--- config.mk ---
export PLATFORM = sky130hd
export DESIGN_NAME = tccap_top
export DESIGN_NICKNAME = d
export VERILOG_FILES = /design/src/tccap_pkg.sv /design/src/tccap_edge_if.sv /design/src/tccap_edge.sv /design/src/tccap_prescale.sv /design/src/tccap_top.sv
export SDC_FILE = /design/constraint.sdc
export NUM_CORES = 1
export LEC_CHECK = 0
export BUFFER_PORTS_ARGS = -buffer_cell sky130_fd_sc_hd__buf_2
export CAP_MARGIN = 20
export CORE_UTILIZATION = 51
export DETAILED_ROUTE_END_ITERATION = 12
export GPL_TIMING_DRIVEN = 1
export PLACE_DENSITY = 0.65
export SETUP_SLACK_MARGIN = 0.2
export SKIP_CTS_REPAIR_TIMING = 1
export SLEW_MARGIN = 40
export SYNTH_ARGS = -nofsm -noshare
export SYNTH_HDL_FRONTEND = slang
export SYNTH_SLANG_ARGS = --single-unit
--- constraint.sdc ---
create_clock -name clk -period 3.1 [get_ports clk]
set_clock_uncertainty 0.15 [all_clocks]
set_input_delay 0.62 -clock clk [delete_from_list [all_inputs] [get_ports clk]]
set_output_delay 0.62 -clock clk [all_outputs]
set_load 0.05 [all_outputs]
--- src/tccap_pkg.sv ---
// Constants, field layout and types of the three-channel capture timer
// Operation
// - Route line 0: pin0, none, chan1 A, chan2 A
// - Route line 1: pin1, none, chan0 A, chan2 A
// - Route line 2: pin2, none, chan0 A, chan1 A
// - Clock-on command enables unless clock-off also set
// - Clock-off command disables the counter clock
// - Software trigger resets counter and restarts a stopped clock
// - Source: master clock /2../1024, or lines 0-2
// - Invert bit selects falling instead of rising edge
// - Gating field ANDs clock with external line
// - Second capture load stops clock when enabled
// - Second capture load disables clock when enabled
// - Trigger edge: none, rising, falling, both
// - Trigger line: line B at zero, A at one
// - Compare C match restarts counter when enabled
// - Mode bit: capture at zero, waveform at one
// - First capture loads on selected line A edge
// - Second capture loads on selected line A edge
// - Sync command triggers all three channels together
// - Status flags set on event, cleared on read
`default_nettype none
package tccap_pkg;
   localparam int ADDR_W = 8;
   localparam int DATA_W = 32;
   localparam int CNT_W  = 16;
   localparam int N_CHAN = 3;
   localparam int DIV_W  = 10;
   localparam int STAT_W = 8;
   // ****************************************
   // Register offsets within a channel and block
   // ****************************************
   localparam logic [5:0] OFF_CMD   = 6'h00;
   localparam logic [5:0] OFF_CFG   = 6'h04;
   localparam logic [5:0] OFF_CV    = 6'h10;
   localparam logic [5:0] OFF_CAP_A = 6'h14;
   localparam logic [5:0] OFF_CAP_B = 6'h18;
   localparam logic [5:0] OFF_CMP_C = 6'h1c;
   localparam logic [5:0] OFF_STAT  = 6'h20;
   localparam logic [7:0] OFF_SYNC  = 8'hc0;
   localparam logic [7:0] OFF_ROUTE = 8'hc4;
   // ****************************************
   // Field positions
   // ****************************************
   localparam int CMD_CLK_ON  = 0;
   localparam int CMD_CLK_OFF = 1;
   localparam int CMD_TRIG    = 2;
   localparam int SYNC_BIT    = 0;
   localparam int CFG_SRC     = 0;
   localparam int CFG_INV     = 3;
   localparam int CFG_GATE    = 4;
   localparam int CFG_STOPB   = 6;
   localparam int CFG_DISB    = 7;
   localparam int CFG_ETRG    = 8;
   localparam int CFG_TRGSEL  = 10;
   localparam int CFG_CRST    = 14;
   localparam int CFG_WAVE    = 15;
   localparam int CFG_LDA     = 16;
   localparam int CFG_LDB     = 18;
   localparam logic [31:0] CFG_MASK    = 32'h000fc7ff;
   localparam logic [31:0] ROUTE_MASK  = 32'h0000003f;
   localparam logic [31:0] CFG_RESET   = 32'h00000000;
   localparam logic [31:0] ROUTE_RESET = 32'h00000000;
   localparam int ST_OVF   = 0;
   localparam int ST_OVR   = 1;
   localparam int ST_CMPC  = 4;
   localparam int ST_LDA   = 5;
   localparam int ST_LDB   = 6;
   localparam int ST_ETRG  = 7;
   localparam int ST_CLKON = 16;
   // Divider taps giving master clock /2, /8, /32, /128, /1024
   localparam int TAP2 = 0;
   localparam int TAP8 = 2;
   localparam int TAP32 = 4;
   localparam int TAP128 = 6;
   localparam int TAP1024 = 9;
   localparam logic [CNT_W-1:0] CNT_MAX = 16'hffff;
   typedef enum logic [1:0] {
      EDGE_NONE = 2'b00,
      EDGE_RISE = 2'b01,
      EDGE_FALL = 2'b10,
      EDGE_BOTH = 2'b11
   } tccap_edge_t;
endpackage
`default_nettype wire

--- src/tccap_edge_if.sv ---
// Carrier between an edge detector and its user
`timescale 1ns/1ns
`default_nettype none
interface tccap_edge_if;
   import tccap_pkg::*;
   logic        level;
   tccap_edge_t mode;
   logic        hit;
   modport det  (input level, input mode, output hit);
   modport user (output level, output mode, input hit);
endinterface
`default_nettype wire

--- src/tccap_edge.sv ---
// Selectable edge detector on a synchronous level
`timescale 1ns/1ns
`default_nettype none
module tccap_edge (
   // Clock and reset
   input wire logic    clk,
   input wire logic    resetn,
   // Level in, pulse out
   tccap_edge_if.det   e
);
   import tccap_pkg::*;
   logic prev_reg;
   always_ff @(posedge clk or negedge resetn) begin
      if (!resetn) begin
         prev_reg <= 1'b0;
      end else begin
         prev_reg <= e.level;
      end
   end
   // Pulse in the cycle the new level is seen
   always_comb begin
      unique case (e.mode)
         EDGE_NONE: e.hit = 1'b0;
         EDGE_RISE: e.hit = e.level & ~prev_reg;
         EDGE_FALL: e.hit = ~e.level & prev_reg;
         EDGE_BOTH: e.hit = e.level ^ prev_reg;
      endcase
   end
endmodule
`default_nettype wire

--- src/tccap_prescale.sv ---
// Free-running master clock divider with fixed taps
`timescale 1ns/1ns
`default_nettype none
module tccap_prescale (
   // Clock and reset
   input wire logic        clk,
   input wire logic        resetn,
   // Divided levels, lowest ratio first
   output logic [4:0]      tap
);
   import tccap_pkg::*;
   logic [DIV_W-1:0] div_reg;
   always_ff @(posedge clk or negedge resetn) begin
      if (!resetn) begin
         div_reg <= '0;
      end else begin
         div_reg <= div_reg + 10'h001;
      end
   end
   // Bit n toggles every 2^n cycles, so its period is 2^(n+1) cycles
   assign tap = {div_reg[TAP1024], div_reg[TAP128], div_reg[TAP32],
                 div_reg[TAP8], div_reg[TAP2]};
endmodule
`default_nettype wire

--- src/tccap_top.sv ---
// Three-channel 16-bit capture timer with register port
`timescale 1ns/1ns
`default_nettype none
module tccap_top (
   // Clock and reset
   input wire logic                         clk,
   input wire logic                         resetn,
   // Register port
   input wire logic [tccap_pkg::ADDR_W-1:0] addr,
   input wire logic [tccap_pkg::DATA_W-1:0] wr_data,
   input wire logic                         wr_en,
   input wire logic                         rd_en,
   output logic [tccap_pkg::DATA_W-1:0]     rd_data,
   // Channel pins
   input wire logic [2:0]                   clock_input_pin,
   input wire logic [2:0]                   channel_io_a,
   input wire logic [2:0]                   channel_io_b,
   // Clock state per channel
   output logic [2:0]                       chan_clock_on
);
   import tccap_pkg::*;

   // ****************************************
   // Block registers and decode
   // ****************************************
   logic [5:0]        route_reg;
   logic [DATA_W-1:0] rd_data_reg;
   logic [2:0]        ext_clock_line;
   logic [4:0]        div_tap;
   logic              sync_wr;
   logic              route_wr;
   logic [DATA_W-1:0] rd_next;

   assign sync_wr  = wr_en && (addr == OFF_SYNC) && wr_data[SYNC_BIT];
   assign route_wr = wr_en && (addr == OFF_ROUTE);
   assign rd_data  = rd_data_reg;

   always_ff @(posedge clk or negedge resetn) begin
      if (!resetn) begin
         route_reg <= ROUTE_RESET[5:0];
      end else if (route_wr) begin
         route_reg <= wr_data[5:0] & ROUTE_MASK[5:0];
      end
   end

   // ****************************************
   // External clock line routing
   // ****************************************
   always_comb begin
      unique case (route_reg[1:0])
         2'b00: ext_clock_line[0] = clock_input_pin[0];
         2'b01: ext_clock_line[0] = 1'b0;
         2'b10: ext_clock_line[0] = channel_io_a[1];
         2'b11: ext_clock_line[0] = channel_io_a[2];
      endcase
      unique case (route_reg[3:2])
         2'b00: ext_clock_line[1] = clock_input_pin[1];
         2'b01: ext_clock_line[1] = 1'b0;
         2'b10: ext_clock_line[1] = channel_io_a[0];
         2'b11: ext_clock_line[1] = channel_io_a[2];
      endcase
      unique case (route_reg[5:4])
         2'b00: ext_clock_line[2] = clock_input_pin[2];
         2'b01: ext_clock_line[2] = 1'b0;
         2'b10: ext_clock_line[2] = channel_io_a[0];
         2'b11: ext_clock_line[2] = channel_io_a[1];
      endcase
   end

   tccap_prescale u_prescale (
      .clk    (clk),
      .resetn (resetn),
      .tap    (div_tap)
   );

   // ****************************************
   // Per-channel state
   // ****************************************
   logic [DATA_W-1:0] cfg_reg  [N_CHAN];
   logic [CNT_W-1:0]  cv_reg   [N_CHAN];
   logic [CNT_W-1:0]  cap_a_reg [N_CHAN];
   logic [CNT_W-1:0]  cap_b_reg [N_CHAN];
   logic [CNT_W-1:0]  cmp_c_reg [N_CHAN];
   logic [STAT_W-1:0] stat_reg [N_CHAN];
   logic              en_reg   [N_CHAN];
   logic              stop_reg [N_CHAN];

   genvar i;
   generate
      for (i = 0; i < N_CHAN; i++) begin : g_chan
         logic [DATA_W-1:0] cfg;
         logic              sel_wr;
         logic              cmd_wr;
         logic              stat_rd;
         logic              sel_lvl;
         logic              gate_lvl;
         logic              tick;
         logic              sw_trig;
         logic              cmp_hit;
         logic              restart;
         logic              trig;
         logic              cap_on;
         logic              lda_ev;
         logic              ldb_ev;
         logic              ovf;
         logic [STAT_W-1:0] stat_set;

         tccap_edge_if cnt_if ();
         tccap_edge_if trg_if ();
         tccap_edge_if lda_if ();
         tccap_edge_if ldb_if ();

         assign cfg     = cfg_reg[i];
         assign sel_wr  = wr_en && (addr[7:6] == 2'(i));
         assign cmd_wr  = sel_wr && (addr[5:0] == OFF_CMD);
         assign stat_rd = rd_en && (addr[7:6] == 2'(i)) && (addr[5:0] == OFF_STAT);

         // Counting clock: source, then gate, then edge polarity
         always_comb begin
            unique case (cfg[CFG_SRC +: 3])
               3'b000: sel_lvl = div_tap[0];
               3'b001: sel_lvl = div_tap[1];
               3'b010: sel_lvl = div_tap[2];
               3'b011: sel_lvl = div_tap[3];
               3'b100: sel_lvl = div_tap[4];
               3'b101: sel_lvl = ext_clock_line[0];
               3'b110: sel_lvl = ext_clock_line[1];
               3'b111: sel_lvl = ext_clock_line[2];
            endcase
            unique case (cfg[CFG_GATE +: 2])
               2'b00: gate_lvl = 1'b1;
               2'b01: gate_lvl = ext_clock_line[0];
               2'b10: gate_lvl = ext_clock_line[1];
               2'b11: gate_lvl = ext_clock_line[2];
            endcase
         end

         assign cnt_if.level = sel_lvl & gate_lvl;
         assign cnt_if.mode  = cfg[CFG_INV] ? EDGE_FALL : EDGE_RISE;
         assign trg_if.level = cfg[CFG_TRGSEL] ? channel_io_a[i] : channel_io_b[i];
         assign trg_if.mode  = tccap_edge_t'(cfg[CFG_ETRG +: 2]);
         assign lda_if.level = channel_io_a[i];
         assign lda_if.mode  = tccap_edge_t'(cfg[CFG_LDA +: 2]);
         assign ldb_if.level = channel_io_a[i];
         assign ldb_if.mode  = tccap_edge_t'(cfg[CFG_LDB +: 2]);

         tccap_edge u_cnt (.clk(clk), .resetn(resetn), .e(cnt_if.det));
         tccap_edge u_trg (.clk(clk), .resetn(resetn), .e(trg_if.det));
         tccap_edge u_lda (.clk(clk), .resetn(resetn), .e(lda_if.det));
         tccap_edge u_ldb (.clk(clk), .resetn(resetn), .e(ldb_if.det));

         // Waveform mode has no output logic here, so captures are held off
         assign cap_on  = ~cfg[CFG_WAVE];
         assign lda_ev  = cap_on & lda_if.hit;
         assign ldb_ev  = cap_on & ldb_if.hit;
         assign tick    = cnt_if.hit & en_reg[i] & ~stop_reg[i];
         assign cmp_hit = tick && (cv_reg[i] == cmp_c_reg[i]);
         assign restart = cmp_hit & cfg[CFG_CRST];
         assign sw_trig = (cmd_wr & wr_data[CMD_TRIG]) | sync_wr;
         assign trig    = sw_trig | trg_if.hit | restart;
         assign ovf     = tick && (cv_reg[i] == CNT_MAX) && !trig;

         always_ff @(posedge clk or negedge resetn) begin
            if (!resetn) begin
               cfg_reg[i] <= CFG_RESET;
            end else if (sel_wr && (addr[5:0] == OFF_CFG)) begin
               cfg_reg[i] <= wr_data & CFG_MASK;
            end
         end

         always_ff @(posedge clk or negedge resetn) begin
            if (!resetn) begin
               cmp_c_reg[i] <= '0;
            end else if (sel_wr && (addr[5:0] == OFF_CMP_C)) begin
               cmp_c_reg[i] <= wr_data[CNT_W-1:0];
            end
         end

         // Clock enable: off beats on in one write, a load can also disable
         always_ff @(posedge clk or negedge resetn) begin
            if (!resetn) begin
               en_reg[i] <= 1'b0;
            end else if (cmd_wr && wr_data[CMD_CLK_OFF]) begin
               en_reg[i] <= 1'b0;
            end else if (cmd_wr && wr_data[CMD_CLK_ON]) begin
               en_reg[i] <= 1'b1;
            end else if (ldb_ev && cfg[CFG_DISB]) begin
               en_reg[i] <= 1'b0;
            end
         end

         // A trigger restarts a stopped clock; it cannot undo a disable
         always_ff @(posedge clk or negedge resetn) begin
            if (!resetn) begin
               stop_reg[i] <= 1'b0;
            end else if (trig) begin
               stop_reg[i] <= 1'b0;
            end else if (ldb_ev && cfg[CFG_STOPB]) begin
               stop_reg[i] <= 1'b1;
            end
         end

         always_ff @(posedge clk or negedge resetn) begin
            if (!resetn) begin
               cv_reg[i] <= '0;
            end else if (trig) begin
               cv_reg[i] <= '0;
            end else if (tick) begin
               cv_reg[i] <= cv_reg[i] + 16'h0001;
            end
         end

         always_ff @(posedge clk or negedge resetn) begin
            if (!resetn) begin
               cap_a_reg[i] <= '0;
            end else if (lda_ev) begin
               cap_a_reg[i] <= cv_reg[i];
            end
         end

         always_ff @(posedge clk or negedge resetn) begin
            if (!resetn) begin
               cap_b_reg[i] <= '0;
            end else if (ldb_ev) begin
               cap_b_reg[i] <= cv_reg[i];
            end
         end

         // Sticky events; a new event in the reading cycle survives the clear
         always_comb begin
            stat_set          = '0;
            stat_set[ST_OVF]  = ovf;
            stat_set[ST_OVR]  = (lda_ev & stat_reg[i][ST_LDA]) |
                                (ldb_ev & stat_reg[i][ST_LDB]);
            stat_set[ST_CMPC] = cmp_hit;
            stat_set[ST_LDA]  = lda_ev;
            stat_set[ST_LDB]  = ldb_ev;
            stat_set[ST_ETRG] = trg_if.hit;
         end

         always_ff @(posedge clk or negedge resetn) begin
            if (!resetn) begin
               stat_reg[i] <= '0;
            end else if (stat_rd) begin
               stat_reg[i] <= stat_set;
            end else begin
               stat_reg[i] <= stat_reg[i] | stat_set;
            end
         end

         assign chan_clock_on[i] = en_reg[i];
      end
   endgenerate

   // ****************************************
   // Read data, valid only in the cycle after the strobe
   // ****************************************
   always_comb begin
      int unsigned c;
      c = 32'(addr[7:6]);
      rd_next = '0;
      if (addr == OFF_ROUTE) begin
         rd_next = {26'h0, route_reg};
      end else if (c < N_CHAN) begin
         unique case (addr[5:0])
            OFF_CFG:  rd_next = cfg_reg[c];
            OFF_CV:   rd_next = {16'h0, cv_reg[c]};
            OFF_CAP_A: rd_next = {16'h0, cap_a_reg[c]};
            OFF_CAP_B: rd_next = {16'h0, cap_b_reg[c]};
            OFF_CMP_C: rd_next = {16'h0, cmp_c_reg[c]};
            OFF_STAT: begin
               rd_next = {24'h0, stat_reg[c]};
               rd_next[ST_CLKON] = en_reg[c];
            end
            default:  rd_next = '0;
         endcase
      end
   end

   always_ff @(posedge clk or negedge resetn) begin
      if (!resetn) begin
         rd_data_reg <= '0;
      end else if (rd_en) begin
         rd_data_reg <= rd_next;
      end else begin
         rd_data_reg <= '0;
      end
   end
endmodule
`default_nettype wire

==> tab_implementation.tex, run 1 <==
\begin{tabular}{lr}
\hline
Metric & Value \\
\hline
\multicolumn{2}{l}{\textbf{Outcome}} \\
Result of the run & finished, final reports clean \\
\multicolumn{2}{l}{\textbf{Setup path}} \\
Critical Path RT & about 3.4 ns \\
Critical path cell sequence & mux2i\_1 -> o21ai\_2 -> o21ai\_0 -> a311oi\_4 -> mux2\_4 -> or4\_1 -> a21oi\_1 \\
Cell type of the slowest stage on the worst timing path & or4\_1 \\
Data arrival time at the worst-slack endpoint & between 3 and 4 ns \\
Critical path buffers and inverters & 0 \\
Worst path depth & 7 \\
Max stage delay on crit path & 0.53 ns \\
Kind of start point of the critical path & register \\
CP top delay family & compound AO/OA/AOI/OAI gates \\
Length in cells of the worst reg-to-reg path & 7 \\
Critical path endpoint category & register \\
WS Path Type & register to register \\
Highest net fanout along the worst path & 11 \\
R2r setup slk & between 0.2 and 0.3 ns \\
\multicolumn{2}{l}{\textbf{Floorplan}} \\
Vertical die dimension & approximately 180 um \\
Num ports & 88 \\
Placeable core area & approximately 0.031 mm2 \\
Total die area & roughly 0.033 mm2 \\
Placement row count & 65 \\
Horizontal die dimension & approximately 180 um \\
Initial Util & approximately half \\
\multicolumn{2}{l}{\textbf{Power and ir drop}} \\
Combinational share of power & between 10\% and 20\% \\
PwrDens & about 540 mW/mm2 \\
Share of power burned in the clock network & a little over two fifths \\
Register share of total power & between 40\% and 50\% \\
Switching Share & between 20 and 30\% \\
P\_leak & between 8 and 9 nW \\
Internal power component & between 0.007 and 0.008 W \\
VDD IR max & 0.000400 V \\
Net Sw Power & around 0.0026 W \\
\multicolumn{2}{l}{\textbf{Timing}} \\
Final setup TNS & 0 ns \\
Minimum period implied by the final worst setup slack & $\sim$2.8 ns \\
Setup repair after global routing missed its margin & no \\
Number of slew-limit violations in the final report & 0 \\
Upper clock frequency limit & 354 MHz \\
Share of the cycle needed by the critical path after routing & roughly nine tenths \\
Worst-Margin Slew & 0.751 ns \\
Hold Vio Cnt, Final & 0 \\
Worst relative slew slack & 49.4\% \\
Setup violators final & 0 \\
\multicolumn{2}{l}{\textbf{Finish}} \\
Final-layout fill cell count & 2,618 \\
Signed area change from the synthesized netlist to the final layout & 14.8\% \\
Fraction of layout instances using a drive strength above 1 & between 20\% and 30\% \\
Post-route core utilization & 59.5\% \\
Antenna Diode Count & 0 \\
Max reg flops & 51 \\
\# nets final & roughly 1,700 \\
\multicolumn{2}{l}{\textbf{Clocking}} \\
Number of clock sinks & between 300 and 400 \\
TritonCTS clock tree & yes \\
Cell chosen for the clock root & clkbuf\_16 \\
Maximum clock insertion buffer count & 3 \\
Total number of H-tree levels & 2 \\
Skew-Pair Late Insertion Delay & roughly 0.53 ns \\
Number of buffers created by CTS & 36 \\
Clock slew at the register clock pins of the worst setup and hold paths & roughly 0.060 ns \\
\multicolumn{2}{l}{\textbf{Placed design}} \\
PortBufs & 63 \\
Placer Congestion & about 0.94 \\
Half-perimeter wire length after detailed placement & 34.5 mm \\
\multicolumn{2}{l}{\textbf{Logic synthesis}} \\
Fraction of the yosys area taken by sequential cells & between 40\% and 50\% \\
Yosys reg bits & between 300 and 400 \\
Number of distinct library cells after synthesis & 67 \\
Fraction of registers with async set/reset & between 90\% and 100\% \\
Warning count from the yosys run & 0 \\
Post-Synthesis Cell Area & roughly 0.016 mm2 \\
Primary flip-flop cell chosen by synthesis mapping & dfrtp\_1 \\
Avg Cell Area, Syn & 10.6 um2 \\
Number of standard cells after synthesis & $\sim$1,500 \\
Number of synthesized flops with an enable pin & 0 \\
\multicolumn{2}{l}{\textbf{Drt}} \\
Via Count & roughly 13,000 \\
Count of unresolved DRC violations after routing & 0 \\
Count of TritonRoute iterations in the first routing pass & 8 \\
Post-route ant nets & 0 \\
Initial DRC Count & 1,230 \\
Via density & between 6 and 7 \\
Detailed-route wire length per cell & 23.3 um \\
Total wire length after detailed routing & 47.9 mm \\
\multicolumn{2}{l}{\textbf{Global route}} \\
Antenna violations before repair & 0 \\
GRT Resource Usage Total & between 20 and 30\% \\
Total gr overflow & 0 \\
Pin count of the biggest net entering global routing & between 60 and 70 \\
Vias in the first global route & 12,400 \\
Wire length of the first global-routing pass & between 70 and 80 mm \\
\multicolumn{2}{l}{\textbf{Min path}} \\
Worst Hold Path Cells & 1 \\
Worst Hold Class & input pin to register \\
\multicolumn{2}{l}{\textbf{Run}} \\
Max\_cap viols & 0 \\
\hline
\end{tabular}
## per-stage QoR
step                instances  total power [W]  setup WS, ns  area [um2]  hold slack [ns]
floorplan                1557          0.00527         0.418       16400            0.174
global placement         1994          0.00572         0.130       17500            0.309
detailed placement       1994          0.00576        0.0629       17500            0.320
CTS                      2055           0.0101         0.296       18700          -0.0715
global route             2057           0.0104         0.215       18700            0.167
finish                   2057           0.0100         0.279       18700            0.173
## power groups by stage
stage / sequential [W] / clock (W) / combinational [W]
floorplan: 0.00453 / 0 / 0.000742
global placement: 0.00465 / 0 / 0.00107
detailed placement: 0.00467 / 0 / 0.00109
CTS: 0.00459 / 0.00438 / 0.00110
global route: 0.00463 / 0.00453 / 0.00121
finish: 0.00460 / 0.00433 / 0.00111
## cell families (layout without fill, tap and decap cells)
family                     after synthesis  in the layout  synth area share (%)
buffers and inverters                  158            256                  4.22
DFF                                    312            312                  47.9
other                                    1             12                0.0230
xor gates and xnor gates                65             65                  3.49
adders and majority gates               16             16                  1.23
muxes                                  318            318                  21.4
AOI/OAI and AO/OA                      290            290                  10.6
and+or+nand+nor                        386            386                  11.2
## layer usage
layer	track usage [%]	share of wire (%)
met2	46.5	46
met4	9.61	2.9
met5	0	0
met3	5.42	8.5
met1	42.3	43
## worst paths after layout
kind / from / end
setup reg to reg: route_reg[3] / cv_reg[30]
hold reg to reg: u_prescale.div_reg[8] / u_prescale.div_reg[8]
min in group asynchronous: resetn / cap_a_reg[21]
max in group asynchronous: resetn / rd_data[18]
hold / removal: channel_io_a[2] / g_chan[2].u_ldb.prev_reg
setup / recovery: route_reg[3] / cv_reg[30]
## cell usage in the layout (no fill, tap or decap), types with 24 or more instances in the layout
master	n
or3_1	24
dfrtp_1	312
mux2_2	197
mux2i_1	115
buf_4	80
clkbuf_16	37
nor2_1	126
o21ai_0	57
xnor2_1	57
nand2_1	90
a21oi_1	127
nand3_1	39
inv_1	40
buf_2	60
o22ai_1	35
nand4_1	24
## area by class of cell
| class | instances | area, um2 | area share, % |
|---|---|---|---|
| Multi-Input combinational cell | 1087 | 7890 | 42.1 |
| Sequential cell | 312 | 7810 | 41.7 |
| Timing Repair Buffer | 155 | 1190 | 6.33 |
| Clock buffer | 57 | 1100 | 5.88 |
| Tap cell | 402 | 503 | 2.69 |
| Inverter | 40 | 150 | 0.802 |
| Clock inverter | 4 | 95.1 | 0.508 |
## cells in the mapped netlist, drive strengths merged, types with 3 or more instances
library cell,number,area share [%]
mux4,4,0.58
nand2b,5,0.19
o22ai,35,1.3
o31ai,9,0.41
ha,16,1.2
a211oi,8,0.40
buf,38,1.4
clkbuf,80,1.8
nand2,90,2.1
o21ai,64,2.1
xor2,8,0.43
nor2b,6,0.23
nand3b,3,0.14
nor2,131,3.0
inv,40,0.92
or4,9,0.44
mux2i,115,7.1
a21oi,128,4.0
or2,3,0.12
o211ai,14,0.64
dfrtp,312,48
xnor2,57,3.1
mux2,199,14
a21boi,3,0.14
a21o,9,0.41
a22oi,4,0.18
nand4,24,0.92
or3,24,0.92
nor4,6,0.23
and3,11,0.42
nand3,39,1.2
nor3,22,0.67
(Power assumes the default switching activity.)
==> run 2, diff against run 1 <==
- CELL_PAD_IN_SITES_DETAIL_PLACEMENT: unset -> 0
- CELL_PAD_IN_SITES_GLOBAL_PLACEMENT: unset -> 1
- CORE_UTILIZATION: 51 -> 49
- PLACE_DENSITY: 0.65 -> 0.77
==> run 2 against run 1 <==
Compared with the run above:
- wire length increased by 3.3%
- critical path depth unchanged
- non-clock buffer count increased by 2
- register-to-register slack improved by 0.04 ns
- setup slack improved by 0.037 ns
- global-route usage about the same
- combinational power about the same
- critical endpoint is now cv_reg[26]
- largest cell class unchanged
- highest routed layer is now met5
==> tab_implementation.tex, run 2 (synthesis results as in run 1) <==
\begin{tabular}{lr}
\hline
Metric & Value \\
\hline
\multicolumn{2}{l}{\textbf{Outcome}} \\
Result of the run & finished, final reports clean \\
\multicolumn{2}{l}{\textbf{Drt}} \\
Count of TritonRoute iterations in the first routing pass & 5 (-3) \\
Detailed-route wire length per cell & 23.5 um (+1.1\%) \\
Count of unresolved DRC violations after routing & 0 (unchanged) \\
Total wire length after detailed routing & 49.5 mm (+3.3\%) \\
Initial DRC Count & 1,157 (-5.9\%) \\
Via Count & 12,500 (-1.1\%) \\
Via density & 5.93 (-3.3\%) \\
Post-route ant nets & 0 (unchanged) \\
\multicolumn{2}{l}{\textbf{Floorplan}} \\
Initial Util & 50.0\% (-1.8 points) \\
Placeable core area & 0.0326 mm2 (+3.6\%) \\
Vertical die dimension & 184 um (+2.0\%) \\
Total die area & 0.0340 mm2 (+4.0\%) \\
Num ports & 88 (unchanged) \\
Horizontal die dimension & 184 um (+2.0\%) \\
Placement row count & 66 (+1.5\%) \\
\multicolumn{2}{l}{\textbf{Timing}} \\
Worst relative slew slack & 54.8\% (+5.5 points) \\
Setup repair after global routing missed its margin & no \\
Final setup TNS & 0 ns (unchanged) \\
Share of the cycle needed by the critical path after routing & 89.8\% (-1.2 points) \\
Setup violators final & 0 (unchanged) \\
Upper clock frequency limit & 359 MHz (+1.3\%) \\
Minimum period implied by the final worst setup slack & 2.78 ns (-0.0375 ns) \\
Worst-Margin Slew & 0.670 ns (-0.0809 ns) \\
Number of slew-limit violations in the final report & 0 (unchanged) \\
Hold Vio Cnt, Final & 0 (unchanged) \\
\multicolumn{2}{l}{\textbf{Placed design}} \\
Placer Congestion & 0.885 (-5.4\%) \\
PortBufs & 63 (unchanged) \\
Half-perimeter wire length after detailed placement & 35.2 mm (+1.8\%) \\
Placed Cells incl. Taps & 2,036 (+2.1\%) \\
Placed Instance Area & 0.0176 mm2 (+0.43\%) \\
\multicolumn{2}{l}{\textbf{Min path}} \\
Hold Path Origin & wr\_data[16] \\
Worst Hold Class & input pin to register \\
\multicolumn{2}{l}{\textbf{Clocking}} \\
Clock slew at the register clock pins of the worst setup and hold paths & 0.06 ns (about the same) \\
TritonCTS clock tree & yes \\
Cell chosen for the clock root & clkbuf\_16 \\
Number of buffers created by CTS & 36 (unchanged) \\
Total number of H-tree levels & 2 (unchanged) \\
Number of clock sinks & 312 (unchanged) \\
Skew-Pair Late Insertion Delay & 0.54 ns (about the same) \\
Maximum clock insertion buffer count & 3 (unchanged) \\
\multicolumn{2}{l}{\textbf{Finish}} \\
\# nets final & 1,703 (+0.12\%) \\
Final non-filler cell total & 2,103 (+2.2\%) \\
Most frequent cells in the layout & dfrtp\_1 (311), mux2\_2 (196), a21oi\_1 (127), nor2\_1 (127), mux2i\_1 (114) \\
Signed area change from the synthesized netlist to the final layout & 15.8\% \\
Post-route core utilization & 57.9\% (-1.6 points) \\
Most common cell after layout, fill and taps aside & dfrtp\_1 \\
Final-layout fill cell count & 2,813 (+7.4\%) \\
Antenna Diode Count & 0 (unchanged) \\
Register area & 0.00781 mm2 (about the same) \\
Cell area after layout & 0.0189 mm2 (+0.89\%) \\
Area of combinational cells with multiple inputs & 0.00789 mm2 (about the same) \\
Max reg flops & 51 (unchanged) \\
Fraction of layout instances using a drive strength above 1 & 26.6\% (+0.81 points) \\
\multicolumn{2}{l}{\textbf{Setup path}} \\
Critical path endpoint category & register \\
Kind of start point of the critical path & register \\
Critical Path RT & 3.40 ns (about the same) \\
Data arrival time at the worst-slack endpoint & 3.08 ns (-0.03 ns) \\
CP Launch Point & route\_reg[5] \\
Startpoint of the worst register-to-register path & route\_reg[5] \\
Highest net fanout along the worst path & 19 (+8) \\
WS Path Type & register to register \\
\multicolumn{2}{l}{\textbf{Run}} \\
Max\_cap viols & 0 (unchanged) \\
\multicolumn{2}{l}{\textbf{Global route}} \\
Vias in the first global route & 12,100 (-2.5\%) \\
Wire length of the first global-routing pass & 74.7 mm (+1.0\%) \\
Total gr overflow & 0 (unchanged) \\
GRT Resource Usage Total & 29.9\% (+0.041 points) \\
Pin count of the biggest net entering global routing & 84 (+24\%) \\
Antenna violations before repair & 1 (+1) \\
\multicolumn{2}{l}{\textbf{Power and ir drop}} \\
Total power draw & 0.0103 W (+2.4\%) \\
P\_leak & 8.83 nW (+0.56\%) \\
VDD IR max & 0.000387 V (-3.3\%) \\
PwrDens & 544 mW/mm2 (+1.5\%) \\
\hline
\end{tabular}
run 2: changes by cell type in the layout (fill, tap and decap cells not counted), sizes merged:
cell	change
clkbuf	-7
inv	+2
bufinv	+1
buf	+2
clkinvlp	+3
clkinv	+5
run 2: stage by stage:
| step | hold slack, ns | setup slack, ns |
|---|---|---|
| 6_report | 0.223 | 0.316 |
| 5_1_grt | 0.217 | 0.201 |
| 4_1_cts | -0.0659 | 0.258 |
| 3_5_place_dp | 0.316 | 0.0358 |
| 3_3_place_gp | 0.310 | 0.0370 |
| 2_1_floorplan | 0.174 | 0.418 |
run 2: worst paths after layout:
check	slack, ns	cells after the start	to
setup / recovery	0.32	7	cv_reg[26]
hold / removal	0.22	2	g_chan[1].cfg[16]
setup reg to reg	0.32	7	cv_reg[26]
hold reg to reg	0.33	1	u_prescale.div_reg[8]
max in group asynchronous	1.47	3	cmp_c_reg[21]
min in group asynchronous	0.50	2	cv_reg[11]
run 2: layout make-up:
cell class	count	share of cell area, %
clock buffers	50	5.74
clock inverters	15	1.03
inverters	40	0.795
multi-input cells	1087	41.8
flip-flops and latches	312	41.3
well taps	442	2.93
repair buffers	157	6.42
run 2: metal layers:
metal,part of all wire [%],global-route usage [%]
met4,3.0,9.60
met2,44,43.6
met3,8.3,7.19
met5,0.16,1.78
met1,45,43.4
run 2: critical path: stages (launching register included):
cell	delay, ns
dfrtp_2	0.45
mux2i_2	0.20
o21ai_2	0.25
o22ai_1	0.16
a311oi_4	0.38
mux2_4	0.44
or4_1	0.52
a21oi_1	0.15
run 2: power by group:
part           internal [W]  total (W)  switching, W
combinational      0.000476    0.00114      0.000664
clock               0.00279    0.00454       0.00175
sequential          0.00431    0.00460      0.000288
==> run 3, diff against run 2 <==
- CORE_UTILIZATION: 49 -> 51
- GPL_ROUTABILITY_DRIVEN: unset -> 0
- PLACE_DENSITY: 0.77 -> 0.8
- clock period: 3.1 -> 3.5 ns (I/O delays scaled with it)
==> run 3 against run 2 <==
Compared with the run above:
- power decreased by 16%
- core utilization increased by 0.65 points
- highest routed layer unchanged
- largest cell class unchanged
- critical endpoint is now stop_reg[2]
- sequential power decreased by 11%
- clock power decreased by 20%
- largest power group unchanged
- die area decreased by 3.9%
==> tab_implementation.tex, run 3 (synthesis results as in run 1) <==
\begin{tabular}{lr}
\hline
Metric & Value \\
\hline
\multicolumn{2}{l}{\textbf{Setup path}} \\
Critical Path RT & 3.72 ns (+0.32 ns) \\
Critical path endpoint category & register \\
Endpoint of the most critical register-to-register path & stop\_reg[2] \\
Highest net fanout along the worst path & 18 (-1) \\
CP Launch Point & route\_reg[5] \\
Kind of start point of the critical path & register \\
Data arrival time at the worst-slack endpoint & 3.16 ns (+0.08 ns) \\
R2r setup slk & 0.56 ns (+0.24 ns) \\
End point of the critical path & stop\_reg[2] \\
Length in cells of the worst reg-to-reg path & 7 (unchanged) \\
Startpoint of the worst register-to-register path & route\_reg[5] \\
WS Path Type & register to register \\
\multicolumn{2}{l}{\textbf{Power and ir drop}} \\
VDD IR max & 0.000390 V (+0.79\%) \\
PwrDens & 471 mW/mm2 (-13\%) \\
P\_leak & 8.63 nW (-2.2\%) \\
\multicolumn{2}{l}{\textbf{Finish}} \\
Signed area change from the synthesized netlist to the final layout & 13.0\% \\
Final-layout fill cell count & 2,720 (-3.3\%) \\
Fraction of layout instances using a drive strength above 1 & 24.8\% (-1.8 points) \\
Antenna Diode Count & 0 (unchanged) \\
Max reg flops & 51 (unchanged) \\
Area of combinational cells with multiple inputs & 0.00787 mm2 (-0.21\%) \\
\# nets final & 1,680 (-1.4\%) \\
Most frequent cells in the layout & dfrtp\_1 (312), mux2\_2 (197), nor2\_1 (128), a21oi\_1 (127), mux2i\_1 (115) \\
Register area & 0.00781 mm2 (about the same) \\
Most common cell after layout, fill and taps aside & dfrtp\_1 \\
\multicolumn{2}{l}{\textbf{Clocking}} \\
Cell chosen for the clock root & clkbuf\_16 \\
Number of buffers created by CTS & 36 (unchanged) \\
Total number of H-tree levels & 2 (unchanged) \\
Number of clock sinks & 312 (unchanged) \\
Clock slew at the register clock pins of the worst setup and hold paths & 0.06 ns (about the same) \\
Skew-Pair Late Insertion Delay & 0.52 ns (-0.02 ns) \\
Maximum clock insertion buffer count & 3 (unchanged) \\
TritonCTS clock tree & yes \\
\multicolumn{2}{l}{\textbf{Timing}} \\
Setup violators final & 0 (unchanged) \\
Worst-Margin Slew & 0.698 ns (+0.0277 ns) \\
Minimum period implied by the final worst setup slack & 2.94 ns (+0.155 ns) \\
Final setup TNS & 0 ns (unchanged) \\
Share of the cycle needed by the critical path after routing & 84.0\% (-5.8 points) \\
Number of slew-limit violations in the final report & 0 (unchanged) \\
Setup repair after global routing missed its margin & no \\
Upper clock frequency limit & 340 MHz (-5.3\%) \\
Hold Vio Cnt, Final & 0 (unchanged) \\
Worst relative slew slack & 53.5\% (-1.4 points) \\
Worst Slack Setup Final & 0.561 ns (+0.245 ns) \\
\multicolumn{2}{l}{\textbf{Drt}} \\
Total wire length after detailed routing & 48.4 mm (-2.2\%) \\
Post-route ant nets & 0 (unchanged) \\
Detailed-route wire length per cell & 23.8 um (+1.0\%) \\
Initial DRC Count & 1,172 (+1.3\%) \\
Via density & 6.11 (+3.1\%) \\
Via Count & 12,400 (-0.13\%) \\
Count of unresolved DRC violations after routing & 0 (unchanged) \\
Count of TritonRoute iterations in the first routing pass & 5 (unchanged) \\
\multicolumn{2}{l}{\textbf{Placed design}} \\
PortBufs & 63 (unchanged) \\
Half-perimeter wire length after detailed placement & 34.5 mm (-1.8\%) \\
Post-placement setup slack & 0.107 ns (+0.0713 ns) \\
\multicolumn{2}{l}{\textbf{Run}} \\
Max\_cap viols & 0 (unchanged) \\
\multicolumn{2}{l}{\textbf{Global route}} \\
Pin count of the biggest net entering global routing & 87 (+3.6\%) \\
Total gr overflow & 0 (unchanged) \\
Wire length of the first global-routing pass & 75.7 mm (+1.3\%) \\
Antenna violations before repair & 1 (unchanged) \\
GRT Resource Usage Total & 30.5\% (+0.57 points) \\
Vias in the first global route & 12,500 (+2.9\%) \\
\multicolumn{2}{l}{\textbf{Min path}} \\
Worst Hold Class & input pin to asynchronous set/reset pin \\
\multicolumn{2}{l}{\textbf{Floorplan}} \\
Num ports & 88 (unchanged) \\
Total die area & 0.0327 mm2 (-3.9\%) \\
Initial Util & 51.8\% (+1.8 points) \\
Vertical die dimension & 181 um (-2.0\%) \\
Horizontal die dimension & 181 um (-2.0\%) \\
Placeable core area & 0.0315 mm2 (-3.5\%) \\
Placement row count & 65 (-1.5\%) \\
\multicolumn{2}{l}{\textbf{Outcome}} \\
Result of the run & finished, final reports clean \\
\hline
\end{tabular}
## run 3: power breakdown
part / internal [W] / total, W / switching [W]
sequential: 0.00382 / 0.00408 / 0.000259
combinational: 0.000393 / 0.000952 / 0.000560
clock: 0.00218 / 0.00365 / 0.00148
## run 3: layer usage
metal	GRT usage (%)	vias up	wire, um
li1	-	5618	-
met1	44.5	6323	22000
met2	46.6	432	21700
met3	5.76	70	3420
met4	7.83	2	1170
met5	0	-	13
## run 3: metrics by stage
step	utilization (%)	instance area [um2]	total power (W)	std cells	hold slack, ns
after detailed placement	55.0	17300	0.00508	1975	0.320
after global routing	58.6	18400	0.00899	2037	0.0949
after CTS	58.6	18400	0.00871	2037	0.0702
final	58.6	18400	0.00868	2037	0.0330
after floorplan	-	16400	0.00467	1557	0.254
after global placement	55.0	17300	0.00505	1975	0.310
## run 3: worst min path at each step
stage	startpoint	slack, ns	endpoint	depth (start not counted)
finish	resetn	0.03	cap_b_reg[27]	1
floorplan	resetn	0.25	cap_a_reg[0]	0
CTS	resetn	0.07	cap_b_reg[27]	1
global route	resetn	0.09	cap_a_reg[43]	1
global placement	stat_reg[23]	0.31	stat_reg[23]	1
detailed placement	stat_reg[23]	0.32	stat_reg[23]	1
## run 3: worst max-delay path, stage by stage (launching register included)
cell and delay [ns]:
dfrtp_1 0.44, mux2i_1 0.20, o21ai_2 0.25, a31oi_1 0.13
a311oi_2 0.40, mux2_2 0.51, o21ai_2 0.59, nor2_1 0.11
## run 3: layout make-up
| cell class | instances | share of cell area [%] |
|---|---|---|
| well taps | 402 | 2.73 |
| clock buffers | 54 | 5.80 |
| multi-input cells | 1087 | 42.7 |
| clock inverters | 8 | 0.366 |
| repair buffers | 134 | 5.23 |
| inverters | 40 | 0.814 |
| flip-flops and latches | 312 | 42.4 |
